[src/air_pkg.sv]
// ==========================================================
// register map and field layout
package air_pkg;
  localparam int AXI_AW = 8;
  localparam logic [7:0] OFF_FLAGS = 8'h18;
  localparam logic [7:0] OFF_FLAG_CLR = 8'h1C;
  localparam logic [7:0] OFF_EN_SET = 8'h20;
  localparam logic [7:0] OFF_EN_CLR = 8'h24;
  localparam logic [7:0] OFF_MASK = 8'h28;
  localparam logic [7:0] OFF_RESULT = 8'h2C;
  localparam logic [7:0] OFF_CHANS = 8'h30;
  localparam logic [31:0] IRQ_BITS = 32'h0000_7333;
  localparam logic [31:0] EDGE_BITS = 32'h0000_7332;
  localparam int BIT_READY = 0;
  localparam int BIT_OVERRUN = 1;
  localparam int BIT_TOUCH = 4;
  localparam int BIT_LOST = 5;
  localparam int BIT_IDLE = 8;
  localparam int BIT_BUSY = 9;
  localparam int BIT_BELOW = 12;
  localparam int BIT_ABOVE = 13;
  localparam int BIT_INSIDE = 14;
  localparam int VALUE_W = 12;
  localparam int VALUE_LSB = 0;
  localparam int CHAN_W = 8;
  localparam int CHAN_LSB = 16;
  localparam logic [31:0] RESET_WORD = 32'h0000_0000;
  localparam logic [31:0] CHANS_DEFAULT = 32'h0000_03FF;
  localparam logic [1:0] RESP_OKAY = 2'h0;
  localparam logic [1:0] RESP_SLVERR = 2'h2;
endpackage

[src/air_regs.sv]
// Contract
// - edge-type pending flags latch on a zero-to-one step of live status
// - result-ready flag sets when a new result is stored
// - pending flag holds until software writes one to its clear bit
// - write-one flag-clear register clears flags; zeros ignored
// - write-one enable register sets mask bits; others unchanged
// - write-one disable register clears mask bits; others unchanged
// - read-only mask register shows enabled sources, resets to zero
// - result register also holds the source channel number
// - 12-bit result loads at each conversion end and holds
// - channel bit is one when the channel exists
// - live overrun bit reflects overrun since sequence start
//
// Design decision made here: register access over AXI4-Lite.
`timescale 1ns/10ps
`default_nettype none
module air_regs import air_pkg::*; #(
  parameter logic [31:0] CHANNELS_PRESENT = CHANS_DEFAULT
) (
  input wire logic ref_clk,
  input wire logic arst_n,
  input wire logic [AXI_AW-1:0] s_axi_awaddr,
  input wire logic s_axi_awvalid,
  output logic s_axi_awready,
  input wire logic [31:0] s_axi_wdata,
  input wire logic [3:0] s_axi_wstrb,
  input wire logic s_axi_wvalid,
  output logic s_axi_wready,
  output logic [1:0] s_axi_bresp,
  output logic s_axi_bvalid,
  input wire logic s_axi_bready,
  input wire logic [AXI_AW-1:0] s_axi_araddr,
  input wire logic s_axi_arvalid,
  output logic s_axi_arready,
  output logic [31:0] s_axi_rdata,
  output logic [1:0] s_axi_rresp,
  output logic s_axi_rvalid,
  input wire logic s_axi_rready,
  input wire logic [31:0] liveStatus,
  input wire logic convDone,
  input wire logic [VALUE_W-1:0] convValue,
  input wire logic [CHAN_W-1:0] convChannel,
  output logic irq
);
  // ==========================================================
  // helpers
  function automatic logic [7:0] word_off(input logic [AXI_AW-1:0] addr);
    return {addr[7:2], 2'b00};
  endfunction

  // ==========================================================
  // write channel
  logic awHeld, wHeld;
  logic [AXI_AW-1:0] awAddr;
  logic [31:0] wData;
  logic [3:0] wStrb;
  wire awTake = s_axi_awvalid & s_axi_awready;
  wire wTake = s_axi_wvalid & s_axi_wready;
  wire [AXI_AW-1:0] next_awAddr = awTake ? s_axi_awaddr : awAddr;
  wire [31:0] next_wData = wTake ? s_axi_wdata : wData;
  wire [3:0] next_wStrb = wTake ? s_axi_wstrb : wStrb;
  wire next_awHeld = awHeld | awTake;
  wire next_wHeld = wHeld | wTake;
  wire doWrite = next_awHeld & next_wHeld & ~s_axi_bvalid;
  wire [31:0] strbMask = {{8{next_wStrb[3]}}, {8{next_wStrb[2]}},
                          {8{next_wStrb[1]}}, {8{next_wStrb[0]}}};
  wire [31:0] wBits = next_wData & strbMask & IRQ_BITS;
  wire [7:0] wOff = word_off(next_awAddr);
  wire wrClr = doWrite & (wOff == OFF_FLAG_CLR);
  wire wrSet = doWrite & (wOff == OFF_EN_SET);
  wire wrDis = doWrite & (wOff == OFF_EN_CLR);
  wire wrOk = wrClr | wrSet | wrDis;

  always_ff @(posedge ref_clk or negedge arst_n) begin
    if (!arst_n) begin
      awHeld <= 1'b0;
      wHeld <= 1'b0;
      awAddr <= '0;
      wData <= RESET_WORD;
      wStrb <= 4'h0;
      s_axi_awready <= 1'b0;
      s_axi_wready <= 1'b0;
      s_axi_bvalid <= 1'b0;
      s_axi_bresp <= RESP_OKAY;
    end else begin
      awAddr <= next_awAddr;
      wData <= next_wData;
      wStrb <= next_wStrb;
      awHeld <= next_awHeld & ~doWrite;
      wHeld <= next_wHeld & ~doWrite;
      s_axi_awready <= ~next_awHeld & ~s_axi_awready & ~s_axi_bvalid;
      s_axi_wready <= ~next_wHeld & ~s_axi_wready & ~s_axi_bvalid;
      if (doWrite) begin
        s_axi_bvalid <= 1'b1;
        s_axi_bresp <= wrOk ? RESP_OKAY : RESP_SLVERR;
      end else if (s_axi_bready) begin
        s_axi_bvalid <= 1'b0;
      end
    end
  end

  // ==========================================================
  // flags, mask and result
  logic [31:0] liveS1, liveS2, liveS3;
  logic doneS1, doneS2, doneS3;
  logic [31:0] flags, mask;
  logic [VALUE_W-1:0] resValue;
  logic [CHAN_W-1:0] resChan;
  logic [31:0] liveLvl;
  logic doneLvl;
  // a change counts once the second and third stages agree
  wire [31:0] liveAgree = ~(liveS2 ^ liveS3);
  wire [31:0] next_liveLvl = (liveS2 & liveAgree) | (liveLvl & ~liveAgree);
  wire doneAgree = ~(doneS2 ^ doneS3);
  wire next_doneLvl = doneAgree ? doneS2 : doneLvl;
  wire [31:0] liveRise = next_liveLvl & ~liveLvl & EDGE_BITS;
  wire newResult = next_doneLvl & ~doneLvl;
  wire [31:0] setBits = liveRise | ({31'h0, newResult} << BIT_READY);
  wire [31:0] clrBits = wrClr ? wBits : 32'h0;
  wire [31:0] next_flags = (flags & ~clrBits) | setBits;
  wire [31:0] next_mask = (mask | (wrSet ? wBits : 32'h0))
                          & ~(wrDis ? wBits : 32'h0);
  wire next_irq = |(next_flags & next_mask);

  always_ff @(posedge ref_clk or negedge arst_n) begin
    if (!arst_n) begin
      liveS1 <= RESET_WORD;
      liveS2 <= RESET_WORD;
      liveS3 <= RESET_WORD;
      doneS1 <= 1'b0;
      doneS2 <= 1'b0;
      doneS3 <= 1'b0;
      liveLvl <= RESET_WORD;
      doneLvl <= 1'b0;
      flags <= RESET_WORD;
      mask <= RESET_WORD;
      irq <= 1'b0;
      resValue <= '0;
      resChan <= '0;
    end else begin
      liveS1 <= liveStatus;
      liveS2 <= liveS1;
      liveS3 <= liveS2;
      doneS1 <= convDone;
      doneS2 <= doneS1;
      doneS3 <= doneS2;
      liveLvl <= next_liveLvl;
      doneLvl <= next_doneLvl;
      flags <= next_flags;
      mask <= next_mask;
      irq <= next_irq;
      if (newResult) begin
        resValue <= convValue;
        resChan <= convChannel;
      end
    end
  end

  // ==========================================================
  // read channel
  wire [7:0] rOff = word_off(s_axi_araddr);
  wire [31:0] resultWord = ({{(32-CHAN_W){1'b0}}, resChan} << CHAN_LSB)
                         | ({{(32-VALUE_W){1'b0}}, resValue} << VALUE_LSB);
  wire rdHit = (rOff == OFF_FLAGS) | (rOff == OFF_MASK)
             | (rOff == OFF_RESULT) | (rOff == OFF_CHANS)
             | (rOff == OFF_FLAG_CLR) | (rOff == OFF_EN_SET)
             | (rOff == OFF_EN_CLR);
  wire [31:0] rdWord =
      (rOff == OFF_FLAGS) ? flags :
      (rOff == OFF_MASK) ? mask :
      (rOff == OFF_RESULT) ? resultWord :
      (rOff == OFF_CHANS) ? CHANNELS_PRESENT : RESET_WORD;
  wire rdTake = s_axi_arvalid & s_axi_arready;

  always_ff @(posedge ref_clk or negedge arst_n) begin
    if (!arst_n) begin
      s_axi_arready <= 1'b0;
      s_axi_rvalid <= 1'b0;
      s_axi_rdata <= RESET_WORD;
      s_axi_rresp <= RESP_OKAY;
    end else begin
      s_axi_arready <= ~s_axi_arready & ~s_axi_rvalid & s_axi_arvalid;
      if (rdTake) begin
        s_axi_rvalid <= 1'b1;
        s_axi_rdata <= rdWord;
        s_axi_rresp <= rdHit ? RESP_OKAY : RESP_SLVERR;
      end else if (s_axi_rready) begin
        s_axi_rvalid <= 1'b0;
      end
    end
  end

  // ==========================================================
  // checks
  a_rise_sets_flag: assert property (@(posedge ref_clk) disable iff (!arst_n)
    |liveRise |=> |(flags & $past(liveRise)))
    else $error("live rise did not set flag");
  a_done_sets_ready: assert property (@(posedge ref_clk) disable iff (!arst_n)
    newResult |=> flags[BIT_READY])
    else $error("result ready flag not set");
  a_flag_holds: assert property (@(posedge ref_clk) disable iff (!arst_n)
    (flags[BIT_OVERRUN] && !(wrClr && wBits[BIT_OVERRUN]))
    |=> flags[BIT_OVERRUN])
    else $error("flag dropped without clear");
  a_clear_works: assert property (@(posedge ref_clk) disable iff (!arst_n)
    (wrClr && wBits[BIT_TOUCH] && !liveRise[BIT_TOUCH])
    |=> !flags[BIT_TOUCH])
    else $error("clear write ignored");
  a_enable_sets: assert property (@(posedge ref_clk) disable iff (!arst_n)
    (wrSet && wBits[BIT_BUSY]) |=> mask[BIT_BUSY])
    else $error("enable write ignored");
  a_disable_clears: assert property (@(posedge ref_clk) disable iff (!arst_n)
    (wrDis && wBits[BIT_BUSY]) |=> !mask[BIT_BUSY])
    else $error("disable write ignored");
  a_mask_stable: assert property (@(posedge ref_clk) disable iff (!arst_n)
    !(wrSet || wrDis) |=> $stable(mask))
    else $error("mask changed without write");
  a_result_holds: assert property (@(posedge ref_clk) disable iff (!arst_n)
    !newResult |=> ($stable(resValue) && $stable(resChan)))
    else $error("result changed without conversion");
  a_irq_level: assert property (@(posedge ref_clk) disable iff (!arst_n)
    ##1 irq == |($past(next_flags) & $past(next_mask)))
    else $error("interrupt level wrong");

  a_touch_rise: assert property (@(posedge ref_clk) disable iff (!arst_n)
    liveRise[BIT_TOUCH] |=> flags[BIT_TOUCH])
    else $error("touch flag not set");

  a_overrun_rise: assert property (@(posedge ref_clk) disable iff (!arst_n)
    liveRise[BIT_OVERRUN] |=> flags[BIT_OVERRUN])
    else $error("overrun flag not set");

  a_flags_layout: assert property (@(posedge ref_clk) disable iff (!arst_n)
    (flags & ~IRQ_BITS) == 32'h0)
    else $error("flag outside layout");

  a_mask_layout: assert property (@(posedge ref_clk) disable iff (!arst_n)
    (mask & ~IRQ_BITS) == 32'h0)
    else $error("mask bit outside layout");

  a_clear_zero_keeps: assert property (@(posedge ref_clk) disable iff (!arst_n)
    (wrClr && !wBits[BIT_BUSY] && flags[BIT_BUSY]) |=> flags[BIT_BUSY])
    else $error("zero clear bit dropped flag");

  a_enable_keeps: assert property (@(posedge ref_clk) disable iff (!arst_n)
    (wrSet && !wBits[BIT_TOUCH]) |=> mask[BIT_TOUCH] == $past(mask[BIT_TOUCH]))
    else $error("enable write touched other bit");

  a_disable_keeps: assert property (@(posedge ref_clk) disable iff (!arst_n)
    (wrDis && !wBits[BIT_TOUCH]) |=> mask[BIT_TOUCH] == $past(mask[BIT_TOUCH]))
    else $error("disable write touched other bit");

  a_result_loads: assert property (@(posedge ref_clk) disable iff (!arst_n)
    newResult |=> resValue == $past(convValue))
    else $error("result value not loaded");

  a_chan_loads: assert property (@(posedge ref_clk) disable iff (!arst_n)
    newResult |=> resChan == $past(convChannel))
    else $error("result channel not loaded");

  a_irq_matches: assert property (@(posedge ref_clk) disable iff (!arst_n)
    irq == |(flags & mask))
    else $error("interrupt does not match flags and mask");

  a_bvalid_holds: assert property (@(posedge ref_clk) disable iff (!arst_n)
    (s_axi_bvalid && !s_axi_bready) |=> s_axi_bvalid)
    else $error("write response dropped early");

  a_rvalid_holds: assert property (@(posedge ref_clk) disable iff (!arst_n)
    (s_axi_rvalid && !s_axi_rready) |=> (s_axi_rvalid && $stable(s_axi_rdata)))
    else $error("read data dropped early");

  a_awready_pulse: assert property (@(posedge ref_clk) disable iff (!arst_n)
    s_axi_awready |=> !s_axi_awready)
    else $error("address ready held");

  a_wready_pulse: assert property (@(posedge ref_clk) disable iff (!arst_n)
    s_axi_wready |=> !s_axi_wready)
    else $error("data ready held");

  a_arready_pulse: assert property (@(posedge ref_clk) disable iff (!arst_n)
    s_axi_arready |=> !s_axi_arready)
    else $error("read address ready held");

  a_ro_write_err: assert property (@(posedge ref_clk) disable iff (!arst_n)
    (doWrite && !wrOk) |=> s_axi_bresp == RESP_SLVERR)
    else $error("read-only write not refused");

  a_chans_read: assert property (@(posedge ref_clk) disable iff (!arst_n)
    (rdTake && rOff == OFF_CHANS) |=> s_axi_rdata == CHANNELS_PRESENT)
    else $error("channel register wrong");

  a_mask_reads: assert property (@(posedge ref_clk) disable iff (!arst_n)
    (rdTake && rOff == OFF_MASK) |=> s_axi_rdata == $past(mask))
    else $error("mask read wrong");

  a_flags_read: assert property (@(posedge ref_clk) disable iff (!arst_n)
    (rdTake && rOff == OFF_FLAGS) |=> s_axi_rdata == $past(flags))
    else $error("flag read wrong");

  a_result_reads: assert property (@(posedge ref_clk) disable iff (!arst_n)
    (rdTake && rOff == OFF_RESULT)
    |=> s_axi_rdata[CHAN_LSB +: CHAN_W] == $past(resChan))
    else $error("result channel read wrong");
endmodule
`default_nettype wire

[config.mk]
export PLATFORM = sky130hd
export DESIGN_NAME = air_regs
export DESIGN_NICKNAME = d
export VERILOG_FILES = /design/src/air_pkg.sv /design/src/air_regs.sv
export SDC_FILE = /design/constraint.sdc
export NUM_CORES = 1
export LEC_CHECK = 0
export ABC_AREA = 1
export BUFFER_PORTS_ARGS = -buffer_cell sky130_fd_sc_hd__buf_2
export CAP_MARGIN = 20
export CORE_ASPECT_RATIO = 1.75
export CORE_MARGIN = 2
export CORE_UTILIZATION = 45
export CTS_CLUSTER_DIAMETER = 200
export DETAILED_ROUTE_END_ITERATION = 10
export GPL_TIMING_DRIVEN = 0
export PLACE_DENSITY = 0.7
export SETUP_SLACK_MARGIN = 0.05
export SYNTH_ARGS = -nofsm -noshare
export SYNTH_HDL_FRONTEND = slang
export SYNTH_SLANG_ARGS = --single-unit
[constraint.sdc]
create_clock -name ref_clk -period 2 [get_ports ref_clk]
set_input_delay 0.4 -clock ref_clk [delete_from_list [all_inputs] [get_ports ref_clk]]
set_output_delay 0.4 -clock ref_clk [all_outputs]
set_load 0.005 [all_outputs]
Word-level counts from Yosys, hierarchy flattened:

Cells that the tools add are included.

* register bits after elaboration: 304
* input bits: 112
* output and inout port bits: 42

* equality and inequality tests: 10
* multiplexer cells: 17
* bitwise operators: 55
* reduce and logical (&&, ||, !) cells: 3

Operator list (count)
* $and 32x32->32: 5
* $mux 32: 3
* $not 15->32: 2
* $not 32->32: 2
* $or 32x15->32: 2
* $mux 15: 3
* $eq 6x4->1 const B: 7
* $or 32x32->32: 1
* $reduce_or 32->1: 1
* $xor 32x32->32: 1
* $and 15x15->15: 2
* $mux 24: 1
* $or 24x12->24: 1
* $eq 6x3->1 const B: 3
* $and 1x1->1: 17
* $not 15->15: 1
* $or 15x1->15: 1
* $mux 10: 1
* $or 1x1->1: 10
* $not 1->1: 9
* $mux 8: 1
* $mux 1: 5
* $mux 2: 2
* $mux 4: 1
* 2 further kinds: 3

Logic depth before layout (Yosys ltp):

Gate-level depths: netlist (run 1).

* depth after elaboration: 11
* mapped depth: 14
* depth with buffers taken out: 13

Least setup slack after synthesis (run 1):

OpenSTA, ideal clock, no wires.

* path type: reg-to-reg
* from: register s_axi_awready
* to: register irq
* arrival: 1.472 ns
* path slack: 0.403 ns
* cell stages (with the launch flop): 14
* path buffers: 1
* cell sequence: dfrtp_1 buf_6 nand2_8 nand2_1 nand2_2 nand2_4 nor2_4 inv_2 nor2_8 nand2_1 nand3_1 nand2_1 nor2_1 nand3_1

* longest elaborated chain between the ends: 11
* elaborated cells between the ends (all ways): 22
* classes of those cells: eq/ne (3); mux (4); bitwise (14); reduce/logical (1)

RTL lines
* from (decl): RTL line air_regs.sv:24 `output logic s_axi_awready,`
* from (signal assigned): RTL line air_regs.sv:91 `s_axi_awready <= ~next_awHeld & ~s_axi_awready & ~s_axi_bvalid;`
* $and 1x1->1 (*): RTL line air_regs.sv:57 `wire awTake = s_axi_awvalid & s_axi_awready;`
* $or 1x1->1: RTL line air_regs.sv:62 `wire next_awHeld = awHeld | awTake;`
* $and 1x1->1 (2 in a row): RTL line air_regs.sv:64 `wire doWrite = next_awHeld & next_wHeld & ~s_axi_bvalid;`
* $and 1x1->1: RTL line air_regs.sv:69 `wire wrClr = doWrite & (wOff == OFF_FLAG_CLR);`
* $mux 15: RTL line air_regs.sv:119 `wire [31:0] clrBits = wrClr ? wBits : 32'h0;`
* $not 15->32: RTL line air_regs.sv:120 `wire [31:0] next_flags = (flags & ~clrBits) | setBits;`
* $and 32x32->32: RTL line air_regs.sv:120
* $or 32x15->32: RTL line air_regs.sv:120
* $and 32x32->32 (*): RTL line air_regs.sv:123 `wire next_irq = |(next_flags & next_mask);`
* $reduce_or 32->1 (*): RTL line air_regs.sv:123
* via next_irq: RTL line air_regs.sv:123
* to (signal assigned): RTL line air_regs.sv:151 `irq <= next_irq;`
* to (decl): RTL line air_regs.sv:43 `output logic irq`

The timed path passes the listed nets; every way through them passes the cells marked *.
A chain may end at the register's enable or synchronous reset.

Worst setup path after layout (run 1):

* from: register s_axi_wready
* to: register irq

* longest elaborated chain between the ends: 11
* elaborated cells between the ends (all ways): 21
* classes of those cells: mux (5); bitwise (15); reduce/logical (1)

RTL lines
* from (decl): RTL line air_regs.sv:28 `output logic s_axi_wready,`
* from (signal assigned): RTL line air_regs.sv:92 `s_axi_wready <= ~next_wHeld & ~s_axi_wready & ~s_axi_bvalid;`
* $and 1x1->1 (*): RTL line air_regs.sv:58 `wire wTake = s_axi_wvalid & s_axi_wready;`
* $or 1x1->1: RTL line air_regs.sv:63 `wire next_wHeld = wHeld | wTake;`
* $and 1x1->1 (2 in a row): RTL line air_regs.sv:64
* $and 1x1->1: RTL line air_regs.sv:69
* $mux 15: RTL line air_regs.sv:119
* $not 15->32: RTL line air_regs.sv:120
* $and 32x32->32: RTL line air_regs.sv:120
* $or 32x15->32: RTL line air_regs.sv:120
* $and 32x32->32 (*): RTL line air_regs.sv:123
* $reduce_or 32->1 (*): RTL line air_regs.sv:123
* via next_irq: RTL line air_regs.sv:123

Marks and branches as above.

==> qor.yml, run 1 <==
run_status: "completed"
multi_input_comb_area_mm2: 0.001704
power_switching_mw: 2.342
crit_chain: "nand2_2 > buf_6 > nand2_1 > o21a_1 > nor2_1 > nand3_1 > a21oi_1 > nor2_1 > nor2_2 > nand3_1"
rr_startpoint: "s_axi_wready"
worst_hold_path.endpoint: "liveS1[9]"
timing.critical_path.fanout_max: 10
final_cell_area_mm2: 0.006589
setup_viol: 0
grt_first_pass_wirelength_mm: 18.69
clock_pin_slew_of_the_registers_on_the_worst_case_setup_and_hold_paths_ns: 0.05
final_common_cell: "sky130_fd_sc_hd__dfrtp_1"
cts_buffer_depth: 2
detailedRoute.firstPassIterationCount: 5
boundaryPins: 154
dieArea_mm2: 0.01243
netlist_area_mm2: 0.005186
n_fill_cell: 984
min_path_cells: 1
post_route_cells_drive_above_1_share: 0.2896
fin_skew_ns: 0.006966
synth-warning-count: 0
htree_num_levels: 4
detailed_place_hpwl_mm: 7.963
antenna_cells: 0
critPathCaptureType: "flip-flop"
synth_enable_flop_cells: 0
ant_nets: 0
synthDominantAreaCellType: "sky130_fd_sc_hd__dfrtp_1"
detail_route.vias_per_cell: 4.868
cts_sinks: 124
rsz0062_at_grt: "no"
cp-start-kind: "flip-flop"
layout_min_cycle_time_ns: 1.862
postLayoutSetupSlackWorst_ns: 0.1383
power.density_cell_area_mw_per_mm2: 1258
grt_usage: 0.1901
synth-async-reset-ratio: 1.000
crit-reg2reg-capture: "irq"
timing.hold.worst.start: "liveStatus[9]"
synth-seq-area-share: 0.5983
area_after_dpl_mm2: 0.005863
fin_cells: 788
met2_routed_length_mm: 6.155
ff2ff_path_depth: 10
finalCritPeriodShare: 0.9308
maxCapViolations: 0
post-cts-setup-buffer-count: 0
yosys.cell_types.count: 36
max_slew.worst_pin.slew_ns: 0.5190
areaGrowthSynthToFinish_pct: 27.04
most-common-layout-cells: "sky130_fd_sc_hd__dfrtp_1 (124), sky130_fd_sc_hd__nand2_1 (92), sky130_fd_sc_hd__buf_2 (91), sky130_fd_sc_hd__inv_1 (70), sky130_fd_sc_hd__a21oi_1 (40)"
peakVddDrop_mv: 0.7754
tritoncts: "yes"
total_leakage_power_nw: 3.359
worst_slew_margin_rel: 0.6540
hold_viol_final: 0
drc: 0
routed_wire_length_per_instance_um: 14.33
worstPathArrival_ns: 2.14
worstHoldPathType: "primary input to flip-flop"
synthDominantCellAreaShare: 0.5983
dr_total_vias: 3836
port_buffers: 88
critical_path_required_ns: 2.28
grt_pass1_vias: 4016
place_inst: 752
flops_latches_synth: 124
placement_rows: 51
antenna_found_initial: 0
die_height_um: 146.0
clock_power_share: 0.420
ys_dominant_reg_cell: "sky130_fd_sc_hd__dfrtp_1"
net_switching_share_of_the_total_power: 0.2826
grt_start_max_net_pins: 69
timing.final.max_slew_violations: 0
clock_latency_ns: 0.41
initial_utilization: 0.4644
slowest_delay_ns: 0.41
seq_power_share: 0.377
post_synth_main_area_contributors: "sky130_fd_sc_hd__dfrtp_1 (60%), sky130_fd_sc_hd__nand2_1 (6.7%), sky130_fd_sc_hd__inv_1 (5.1%)"
sequential_cell_area_mm2: 0.003103
syn_avg_cell_area_um2: 9.954
max_clock_freq_ghz: 0.5372
route.met3.wl_um: 547
drt_first_iter_violations: 239
drt-met1-wl_mm: 4.265
reg2reg_setup_slack_ns: 0.14
cp_slowest_cell: "sky130_fd_sc_hd__dfrtp_1"
cellInternalPower_mw: 5.947
numCtsBuffers: 17
netlist_instances: 521
highest_signal_layer_in_the_routed_design: "met4"
gpl.final_weighted_congestion: 0.8301
die_width_um: 85.15
ctsRootBufferMaster: "sky130_fd_sc_hd__clkbuf_16"
worst-setup-path-type: "flip-flop to flip-flop"
place_ws_ns: -0.1507
utilization_after_layout: 0.5900
wirelength_mm: 11.29
grt_overflow_total: 0
comb_power_share: 0.204
nNetsFinal: 755
core-area_mm2: 0.01117
synth_stat cells, types with 3 or more instances:
cell	n
sky130_fd_sc_hd__nand2_4	5
sky130_fd_sc_hd__a21oi_1	40
sky130_fd_sc_hd__nor2_4	4
sky130_fd_sc_hd__mux2_2	10
sky130_fd_sc_hd__o21ai_0	19
sky130_fd_sc_hd__inv_1	70
sky130_fd_sc_hd__inv_2	4
sky130_fd_sc_hd__nand2_2	12
sky130_fd_sc_hd__nand2_1	93
sky130_fd_sc_hd__buf_6	5
sky130_fd_sc_hd__o21a_1	3
sky130_fd_sc_hd__nor2_1	31
sky130_fd_sc_hd__o21ai_2	3
sky130_fd_sc_hd__buf_4	11
sky130_fd_sc_hd__nand3_1	35
sky130_fd_sc_hd__and2_1	6
sky130_fd_sc_hd__nor2b_1	3
sky130_fd_sc_hd__maj3_1	9
sky130_fd_sc_hd__a21o_1	4
sky130_fd_sc_hd__buf_2	4
sky130_fd_sc_hd__nor3_1	4
sky130_fd_sc_hd__dfrtp_1	124
sky130_fd_sc_hd__clkbuf_1	3
sky130_fd_sc_hd__o21ai_1	4
metrics by stage:
step                setup TNS (ns)  total power, mW  hold WS, ns
global placement           -119.86            4.715       0.3344
floorplan                        0            4.296       0.1044
global route                     0            8.720      0.08353
detailed placement         -0.8906            4.798       0.3347
CTS                              0            8.322      0.07996
finish                           0            8.289      0.09053
critical path: cells and delay by family, from the launching register on:
family | cells | cell delay (ns)
DFF | 1 | 0.41
buffers and inverters | 1 | 0.15
AOI/OAI and AO/OA | 2 | 0.29
and+or+nand+nor | 7 | 0.89
final cells by class:
type / count / area share
Inverter: 76 / 0.04368
Sequential cell: 124 / 0.4709
Timing Repair Buffer: 90 / 0.07349
Multi-Input combinational cell: 311 / 0.2586
Tap cell: 132 / 0.02507
Clock buffer: 21 / 0.06988
Clock inverter: 11 / 0.03247
Buffer: 23 / 0.02583
per-layer routing:
layer | up-vias | global-route usage
met5 | - | 0
met4 | 0 | 0.07540
met3 | 26 | 0.05483
met2 | 108 | 0.3402
met1 | 1830 | 0.2072
li1 | 1872 | -
registers in the layout (all words and copies together) (netlist names), 2 cells and up:
name	count
wData	9
liveLvl	8
awAddr	6
s_axi_rdata	23
flags	9
liveS1	8
mask	9
liveS3	8
wStrb	2
resValue	12
liveS2	8
resChan	8
power by group through the flow:
stage / Clock [mW] / Combinational, mW / Sequential (mW)
3_5_place_dp: 0 / 1.63 / 3.17
5_1_grt: 3.65 / 1.90 / 3.17
6_report: 3.48 / 1.69 / 3.12
2_1_floorplan: 0 / 1.16 / 3.13
4_1_cts: 3.54 / 1.65 / 3.13
3_3_place_gp: 0 / 1.57 / 3.15
worst max-delay path by stage:
stage                          from              end  slack (ns)  depth (start not counted)
finish                 s_axi_wready              irq        0.14                         10
global route          s_axi_awready              irq        0.06                         13
CTS                   s_axi_awready              irq        0.07                         13
detailed placement  s_axi_araddr[7]  s_axi_rdata[16]       -0.15                          7
global placement             arst_n   s_axi_rdata[7]       -0.97                          1
floorplan             s_axi_awready              irq        0.40                         13
cell families after synthesis:
logic type	synth area share
buffers and inverters	0.08782
multiplexers	0.02171
AND/OR/NAND/NOR	0.1906
flip-flops	0.5983
AO/OA/AOI/OAI	0.08347
adder cells (fa/ha/maj)	0.01737
other	0.0007231
what timing repair did:
item | 4_1_cts | 5_1_grt
endpoints found under the hold margin | 56 | 0
hold buffers | 1 | 0
setup endpoints to repair | 0 | 1
gates resized for setup | 0 | 6
(Power assumes the default switching activity.)
==> inputs of run 2 (changes only) <==
--- a/config.mk
+++ b/config.mk
@@ -7,7 +7,7 @@
 export LEC_CHECK = 0
 export ABC_AREA = 1
 export BUFFER_PORTS_ARGS = -buffer_cell sky130_fd_sc_hd__buf_2
-export CAP_MARGIN = 20
+export CAP_MARGIN = 10
 export CORE_ASPECT_RATIO = 1.75
 export CORE_MARGIN = 2
 export CORE_UTILIZATION = 45
@@ -15,6 +15,7 @@
 export DETAILED_ROUTE_END_ITERATION = 10
 export GPL_TIMING_DRIVEN = 0
 export PLACE_DENSITY = 0.7
+export RECOVER_POWER = 25
 export SETUP_SLACK_MARGIN = 0.05
 export SYNTH_ARGS = -nofsm -noshare
 export SYNTH_HDL_FRONTEND = slang
==> run 2 against run 1 <==
Fmax shrank 1.2%. Count of clock-buffer cells in the layout is the same. Global-route usage is the same. Setup slack lost 0.023 ns. Register-to-register slack lost 0.02 ns. Critical path type unchanged.
==> qor.yml, run 2 (same netlist as run 1, synthesis figures left out) <==
run_status: "completed"
port_buffers: 88  # unchanged
maxCapViolations: 0  # unchanged
antenna_found_initial: 0  # unchanged
wirelength_mm: 11.29  # unchanged
power.density_cell_area_mw_per_mm2: 1258  # about the same
detail_route.vias_per_cell: 4.868  # unchanged
grt_usage: 0.1901  # unchanged
post-layout-total-power_mw: 8.280  # -0.11%
nNetsFinal: 755  # unchanged
drc: 0  # unchanged
worst_slew_margin_rel: 0.6540  # unchanged
utilization_after_layout: 0.5896  # about the same
placement_rows: 51  # unchanged
die_width_um: 85.15  # unchanged
crit_chain: "buf_6 > nand2_8 > nand2_1 > nand2_4 > nand2_4 > nor2_2 > nand3_1 > nand2_1 > nand2_2 > nand3_1 > nand2_1 > nor2_1 > nand3_1"
grt_first_pass_wirelength_mm: 18.69  # unchanged
fin_skew_ns: 0.006966  # unchanged
cp_slowest_cell: "sky130_fd_sc_hd__dfrtp_1"
place_inst: 752  # unchanged
n_fill_cell: 984  # unchanged
timing.critical_path.fanout_max: 10  # unchanged
clock_latency_ns: 0.41  # about the same
boundaryPins: 154  # unchanged
worstPathArrival_ns: 2.17  # +0.03 ns
peakVddDrop_mv: 0.7624  # -1.7%
grt_overflow_total: 0  # unchanged
dieArea_mm2: 0.01243  # unchanged
dr_total_vias: 3836  # unchanged
slowest_delay_ns: 0.38  # -0.03 ns
most-common-layout-cells: "sky130_fd_sc_hd__dfrtp_1 (124), sky130_fd_sc_hd__nand2_1 (94), sky130_fd_sc_hd__buf_2 (91), sky130_fd_sc_hd__inv_1 (70), sky130_fd_sc_hd__a21oi_1 (40)"
cts_sinks: 124  # unchanged
layout_top_registers: "s_axi_rdata x23, resValue x12"
grt_start_max_net_pins: 69  # unchanged
critPathCaptureType: "flip-flop"
largest_register_ff_count: 23  # unchanged
reg2reg_setup_slack_ns: 0.12  # -0.02 ns
finalCritPeriodShare: 0.9423  # +0.01145
hold_viol_final: 0  # unchanged
max_clock_freq_ghz: 0.5306  # -1.2%
drt_first_iter_violations: 239  # unchanged
cp_num_buf_inv: 1  # unchanged
routed_wire_length_per_instance_um: 14.33  # unchanged
htree_num_levels: 4  # unchanged
area_after_dpl_mm2: 0.005863  # unchanged
grt_pass1_vias: 4016  # unchanged
cp-start-kind: "flip-flop"
clock_pin_slew_of_the_registers_on_the_worst_case_setup_and_hold_paths_ns: 0.05  # about the same
post_route_cells_drive_above_1_share: 0.2866  # -0.003049
worstHoldPathType: "primary input to flip-flop"
category_of_cells_accounting_for_the_largest_share_of_critical_path_delay: "simple AND/OR/NAND/NOR gates"
timing.setup.tns_ns: 0  # unchanged
initial_utilization: 0.4644  # unchanged
final_common_cell: "sky130_fd_sc_hd__dfrtp_1"
critical_path_required_ns: 2.28  # about the same
detailedRoute.firstPassIterationCount: 5  # unchanged
layout_min_cycle_time_ns: 1.885  # +0.02290 ns
numCtsBuffers: 17  # unchanged
fin_cells: 788  # unchanged
rsz0062_at_grt: "no"
core-area_mm2: 0.01117  # unchanged
areaGrowthSynthToFinish_pct: 26.95  # about the same
detailed_place_hpwl_mm: 7.963  # unchanged
worst-setup-path-type: "flip-flop to flip-flop"
die_height_um: 146.0  # unchanged
antenna_cells: 0  # unchanged
tritoncts: "yes"
gpl.final_weighted_congestion: 0.8301  # unchanged
final_cell_area_mm2: 0.006584  # about the same
ant_nets: 0  # unchanged
total_leakage_power_nw: 3.359  # about the same
largest_register: "s_axi_rdata"
timing.final.max_slew_violations: 0  # unchanged
ctsRootBufferMaster: "sky130_fd_sc_hd__clkbuf_16"
post-cts-setup-buffer-count: 0  # unchanged
setup_viol: 0  # unchanged
max_slew.worst_pin.slew_ns: 0.5190  # unchanged
cts_buffer_depth: 2  # unchanged
==> run 2: changes by cell type in the layout (fill, tap and decap cells not counted) <==
cell,delta
sky130_fd_sc_hd__nand2_2,-2
sky130_fd_sc_hd__nand2_1,+2
==> run 2: per-layer routing <==
layer | GRT usage | vias up | part of all wire
li1 | - | 1872 | -
met1 | 0.2072 | 1830 | 0.38
met2 | 0.3402 | 108 | 0.55
met3 | 0.05483 | 26 | 0.048
met4 | 0.07540 | 0 | 0.028
met5 | 0 | - | 0
==> run 2: area by class of cell <==
type	count	area (um2)	area share
Sequential cell	124	3103	0.4713
Multi-Input combinational cell	311	1699	0.2581
Inverter	76	287.8	0.04371
Tap cell	132	165.2	0.02509
Timing Repair Buffer	90	484.2	0.07355
Clock inverter	11	214.0	0.03250
Buffer	23	170.2	0.02585
Clock buffer	21	460.4	0.06994
==> run 2: where the power goes <==
part / internal, mW / switching [mW] / total, mW
Sequential: 2.94 / 0.181 / 3.12
Clock: 2.40 / 1.08 / 3.48
Combinational: 0.604 / 1.08 / 1.68
==> run 2: per-stage QoR <==
step / hold WS [ns] / setup WS [ns]
2_1_floorplan: 0.1044 / 0.4031
3_3_place_gp: 0.3344 / -0.9744
6_report: 0.09053 / 0.1154
3_5_place_dp: 0.3347 / -0.1507
4_1_cts: 0.07996 / 0.06858
5_1_grt: 0.08353 / 0.04542
==> run 2: repair_timing <==
action / in CTS / in global routing
hold buffers: 1 / 0
endpoints found under the hold margin: 56 / 0
gates resized for setup: 0 / 6
setup endpoints to repair: 0 / 1
==> run 2: final timing paths <==
check	startpoint	endpoint	depth (start not counted)
setup reg to reg	s_axi_awready	irq	13
hold reg to reg	liveS1[1]	liveS2[1]	0
hold / removal	liveStatus[9]	liveS1[9]	1
max in group asynchronous	arst_n	awAddr[5]	3
setup / recovery	s_axi_awready	irq	13
min in group asynchronous	arst_n	liveLvl[13]	2
==> inputs of run 3 (changes only) <==
--- a/config.mk
+++ b/config.mk
@@ -10,11 +10,10 @@
 export CAP_MARGIN = 10
 export CORE_ASPECT_RATIO = 1.75
 export CORE_MARGIN = 2
-export CORE_UTILIZATION = 45
+export CORE_UTILIZATION = 40
 export CTS_CLUSTER_DIAMETER = 200
 export DETAILED_ROUTE_END_ITERATION = 10
 export GPL_TIMING_DRIVEN = 0
-export PLACE_DENSITY = 0.7
 export RECOVER_POWER = 25
 export SETUP_SLACK_MARGIN = 0.05
 export SYNTH_ARGS = -nofsm -noshare
==> run 3 against run 2 <==
Critical path depth is 1 lower. Clock power hardly changed. Setup slack better by 0.030 ns. Sequential power hardly changed. Via count is 0.60% lower. Global-route usage is 2.2 points lower. Sequential share of layout area is 1.2 points lower. Non-clock buffer count is 6 higher. Utilization is 6.2 points lower. Combinational power is 6% higher.
==> qor.yml, run 3 (same netlist as run 1, synthesis figures left out) <==
areaGrowthSynthToFinish_pct: 30.16
worst-setup-path-type: "flip-flop to flip-flop"
fin_cells: 832  # +5.6%
htree_num_levels: 4  # unchanged
grt_start_max_net_pins: 86  # +25%
ff2ff_path_depth: 12  # -1
numCtsBuffers: 17  # unchanged
drc: 0  # unchanged
slowest_delay_ns: 0.41  # +0.03 ns
cp_slowest_cell: "sky130_fd_sc_hd__dfrtp_1"
worst_slew_margin_rel: 0.3125  # -0.3415
placement_rows: 55  # +7.8%
timing.final.max_slew_violations: 0  # unchanged
area_after_dpl_mm2: 0.005912  # +0.83%
ant_nets: 0  # unchanged
antenna_cells: 0  # unchanged
grt_overflow_total: 0  # unchanged
timing.critical_path.fanout_max: 5  # -5
worstPathArrival_ns: 2.12  # -0.05 ns
setup_viol: 0  # unchanged
place_inst: 791  # +5.2%
post_route_cells_drive_above_1_share: 0.3056  # +0.01901
layout_min_cycle_time_ns: 1.855  # -0.02979 ns
critical_path_required_ns: 2.26  # -0.02 ns
die_width_um: 90.08  # +5.8%
maxCapViolations: 0  # unchanged
crit_chain: "buf_6 > nand2_8 > o21ai_2 > nand2_2 > nor2_4 > inv_4 > nor2_8 > nand2_1 > nand3_1 > nand2_1 > nor2_1 > nand3_1"
peakVddDrop_mv: 0.7271  # -4.6%
max_clock_freq_ghz: 0.5391  # +1.6%
timing.critical_path.to: "irq"
final_cell_area_mm2: 0.006750  # +2.5%
finalCritPeriodShare: 0.9274  # -0.01490
max_slew.worst_pin.slew_ns: 1.031  # +0.5123 ns
grt_pass1_vias: 3827  # -4.7%
detail_route.vias_per_cell: 4.583  # -5.9%
clock_pin_slew_of_the_registers_on_the_worst_case_setup_and_hold_paths_ns: 0.05  # about the same
dr_total_vias: 3813  # -0.60%
crit-reg2reg-capture: "irq"
largest_register_ff_count: 23  # unchanged
worstHoldPathType: "primary input to flip-flop"
power_switching_mw: 2.375  # +1.6%
net_switching_share_of_the_total_power: 0.2826  # about the same
timing.setup.tns_ns: 0  # unchanged
gpl.final_weighted_congestion: 0.7994  # -3.7%
largest_register: "s_axi_rdata"
ctsRootBufferMaster: "sky130_fd_sc_hd__clkbuf_16"
die_height_um: 154.6  # +5.9%
cp-start-kind: "flip-flop"
seq_power_share: 0.373  # -0.004
routed_wire_length_per_instance_um: 13.78  # -3.9%
grt_usage: 0.1680  # -0.02212
worstSetupStartpoint: "s_axi_awready"
dieArea_mm2: 0.01393  # +12%
drt_first_iter_violations: 213  # -11%
cts_sinks: 124  # unchanged
most-common-layout-cells: "sky130_fd_sc_hd__dfrtp_1 (124), sky130_fd_sc_hd__buf_2 (91), sky130_fd_sc_hd__nand2_1 (89), sky130_fd_sc_hd__inv_1 (70), sky130_fd_sc_hd__a21oi_1 (40)"
port_buffers: 88  # unchanged
cts_buffer_depth: 2  # unchanged
critPathCaptureType: "flip-flop"
total_leakage_power_nw: 3.424  # +2.0%
core-area_mm2: 0.01280  # +15%
clock_latency_ns: 0.41  # about the same
comb_power_share: 0.212  # +0.009
detailed_place_hpwl_mm: 8.025  # +0.77%
power.density_cell_area_mw_per_mm2: 1245  # -1.0%
wirelength_mm: 11.46  # +1.5%
cellInternalPower_mw: 6.029  # +1.5%
worst_hold_slack_ns: 0.09976  # +0.009223 ns
rr_startpoint: "s_axi_awready"
final_common_cell: "sky130_fd_sc_hd__dfrtp_1"
boundaryPins: 154  # unchanged
grt_first_pass_wirelength_mm: 18.64  # -0.22%
fin_skew_ns: 0.007229  # +0.0002622 ns
hold_viol_final: 0  # unchanged
tritoncts: "yes"
clock_power_share: 0.415  # -0.005
rsz0062_at_grt: "yes"
nNetsFinal: 760  # +0.66%
antenna_found_initial: 0  # unchanged
reg2reg_setup_slack_ns: 0.15  # +0.03 ns
run_status: "completed"
initial_utilization: 0.4052  # -0.05924
layout_top_registers: "s_axi_rdata x23, resValue x12"
detailedRoute.firstPassIterationCount: 4  # -1
==> run 3: cell count changes in the layout (fill, tap and decap cells not counted), moves of 2 or more <==
| cell | previous run | this run |
|---|---|---|
| sky130_fd_sc_hd__nand2_1 | 94 | 89 |
| sky130_fd_sc_hd__nand2_2 | 11 | 15 |
| sky130_fd_sc_hd__nand3_1 | 35 | 32 |
| sky130_fd_sc_hd__nand3_2 | 0 | 3 |
| sky130_fd_sc_hd__buf_12 | 0 | 2 |
| sky130_fd_sc_hd__buf_4 | 11 | 13 |
| sky130_fd_sc_hd__clkinv_4 | 1 | 3 |
| sky130_fd_sc_hd__clkinvlp_4 | 2 | 0 |
| sky130_fd_sc_hd__nor2_1 | 28 | 26 |
==> run 3: worst min-delay path by stage <==
| stage | from | end | slack (ns) | depth (start not counted) |
|---|---|---|---|---|
| after floorplan | arst_n | awAddr[2] | 0.10 | 0 |
| after global placement | liveS1[14] | liveS2[14] | 0.33 | 0 |
| after detailed placement | liveS1[4] | liveS2[4] | 0.33 | 0 |
| after CTS | liveStatus[13] | liveS1[13] | 0.09 | 1 |
| after global routing | liveStatus[13] | liveS1[13] | 0.09 | 1 |
| final | liveStatus[14] | liveS1[14] | 0.1 | 1 |
==> run 3: routing by layer <==
| layer | global-route usage | wire length, um | up-vias |
|---|---|---|---|
| met5 | 0 | 0 | - |
| met1 | 0.1894 | 4522 | 1839 |
| met4 | 0.06227 | 138 | 0 |
| met3 | 0.04579 | 529 | 9 |
| li1 | - | - | 1891 |
| met2 | 0.3022 | 6271 | 74 |
==> run 3: worst max-delay path: cells and delay by family (launching register included) <==
kind,cells,cell delay (ns)
simple gates,9,0.94
flops,1,0.41
buf+inv,2,0.23
compound gates,1,0.14
==> run 3: area by class of cell <==
type | count | area [um2]
tap | 171 | 214.0
sequential | 124 | 3103
clock buffer | 22 | 464.2
inverter | 76 | 287.8
buffer | 23 | 170.2
clock inverter | 10 | 211.5
timing repair buffer | 96 | 555.5
multi-input combinational | 310 | 1744
fill | 1196 | 6050
==> run 3: power by group through the flow <==
stage	logic, mW	clock network [mW]	registers, mW
floorplan	1.16	0	3.13
global placement	1.59	0	3.15
detailed placement	1.64	0	3.17
CTS	1.69	3.54	3.13
global route	1.99	3.66	3.18
finish	1.78	3.49	3.13
==> run 3: timing repair <==
action,4_1_cts,5_1_grt
setup endpoints to repair,1,1
gates cloned,0,3
pin swaps,2,8
endpoints found under the hold margin,39,0
hold buffers,1,0
resized for setup,1,19
setup buffers,4,1
==> run 3: metrics by stage <==
step,utilization,power (mW),setup WS (ns)
after global placement,0.4592,4.738,-1.028
after detailed placement,0.4619,4.807,-0.1054
after global routing,0.5274,8.831,-0.01187
after CTS,0.5199,8.353,0.07399
final,0.5274,8.405,0.1452
after floorplan,-,4.296,0.4031
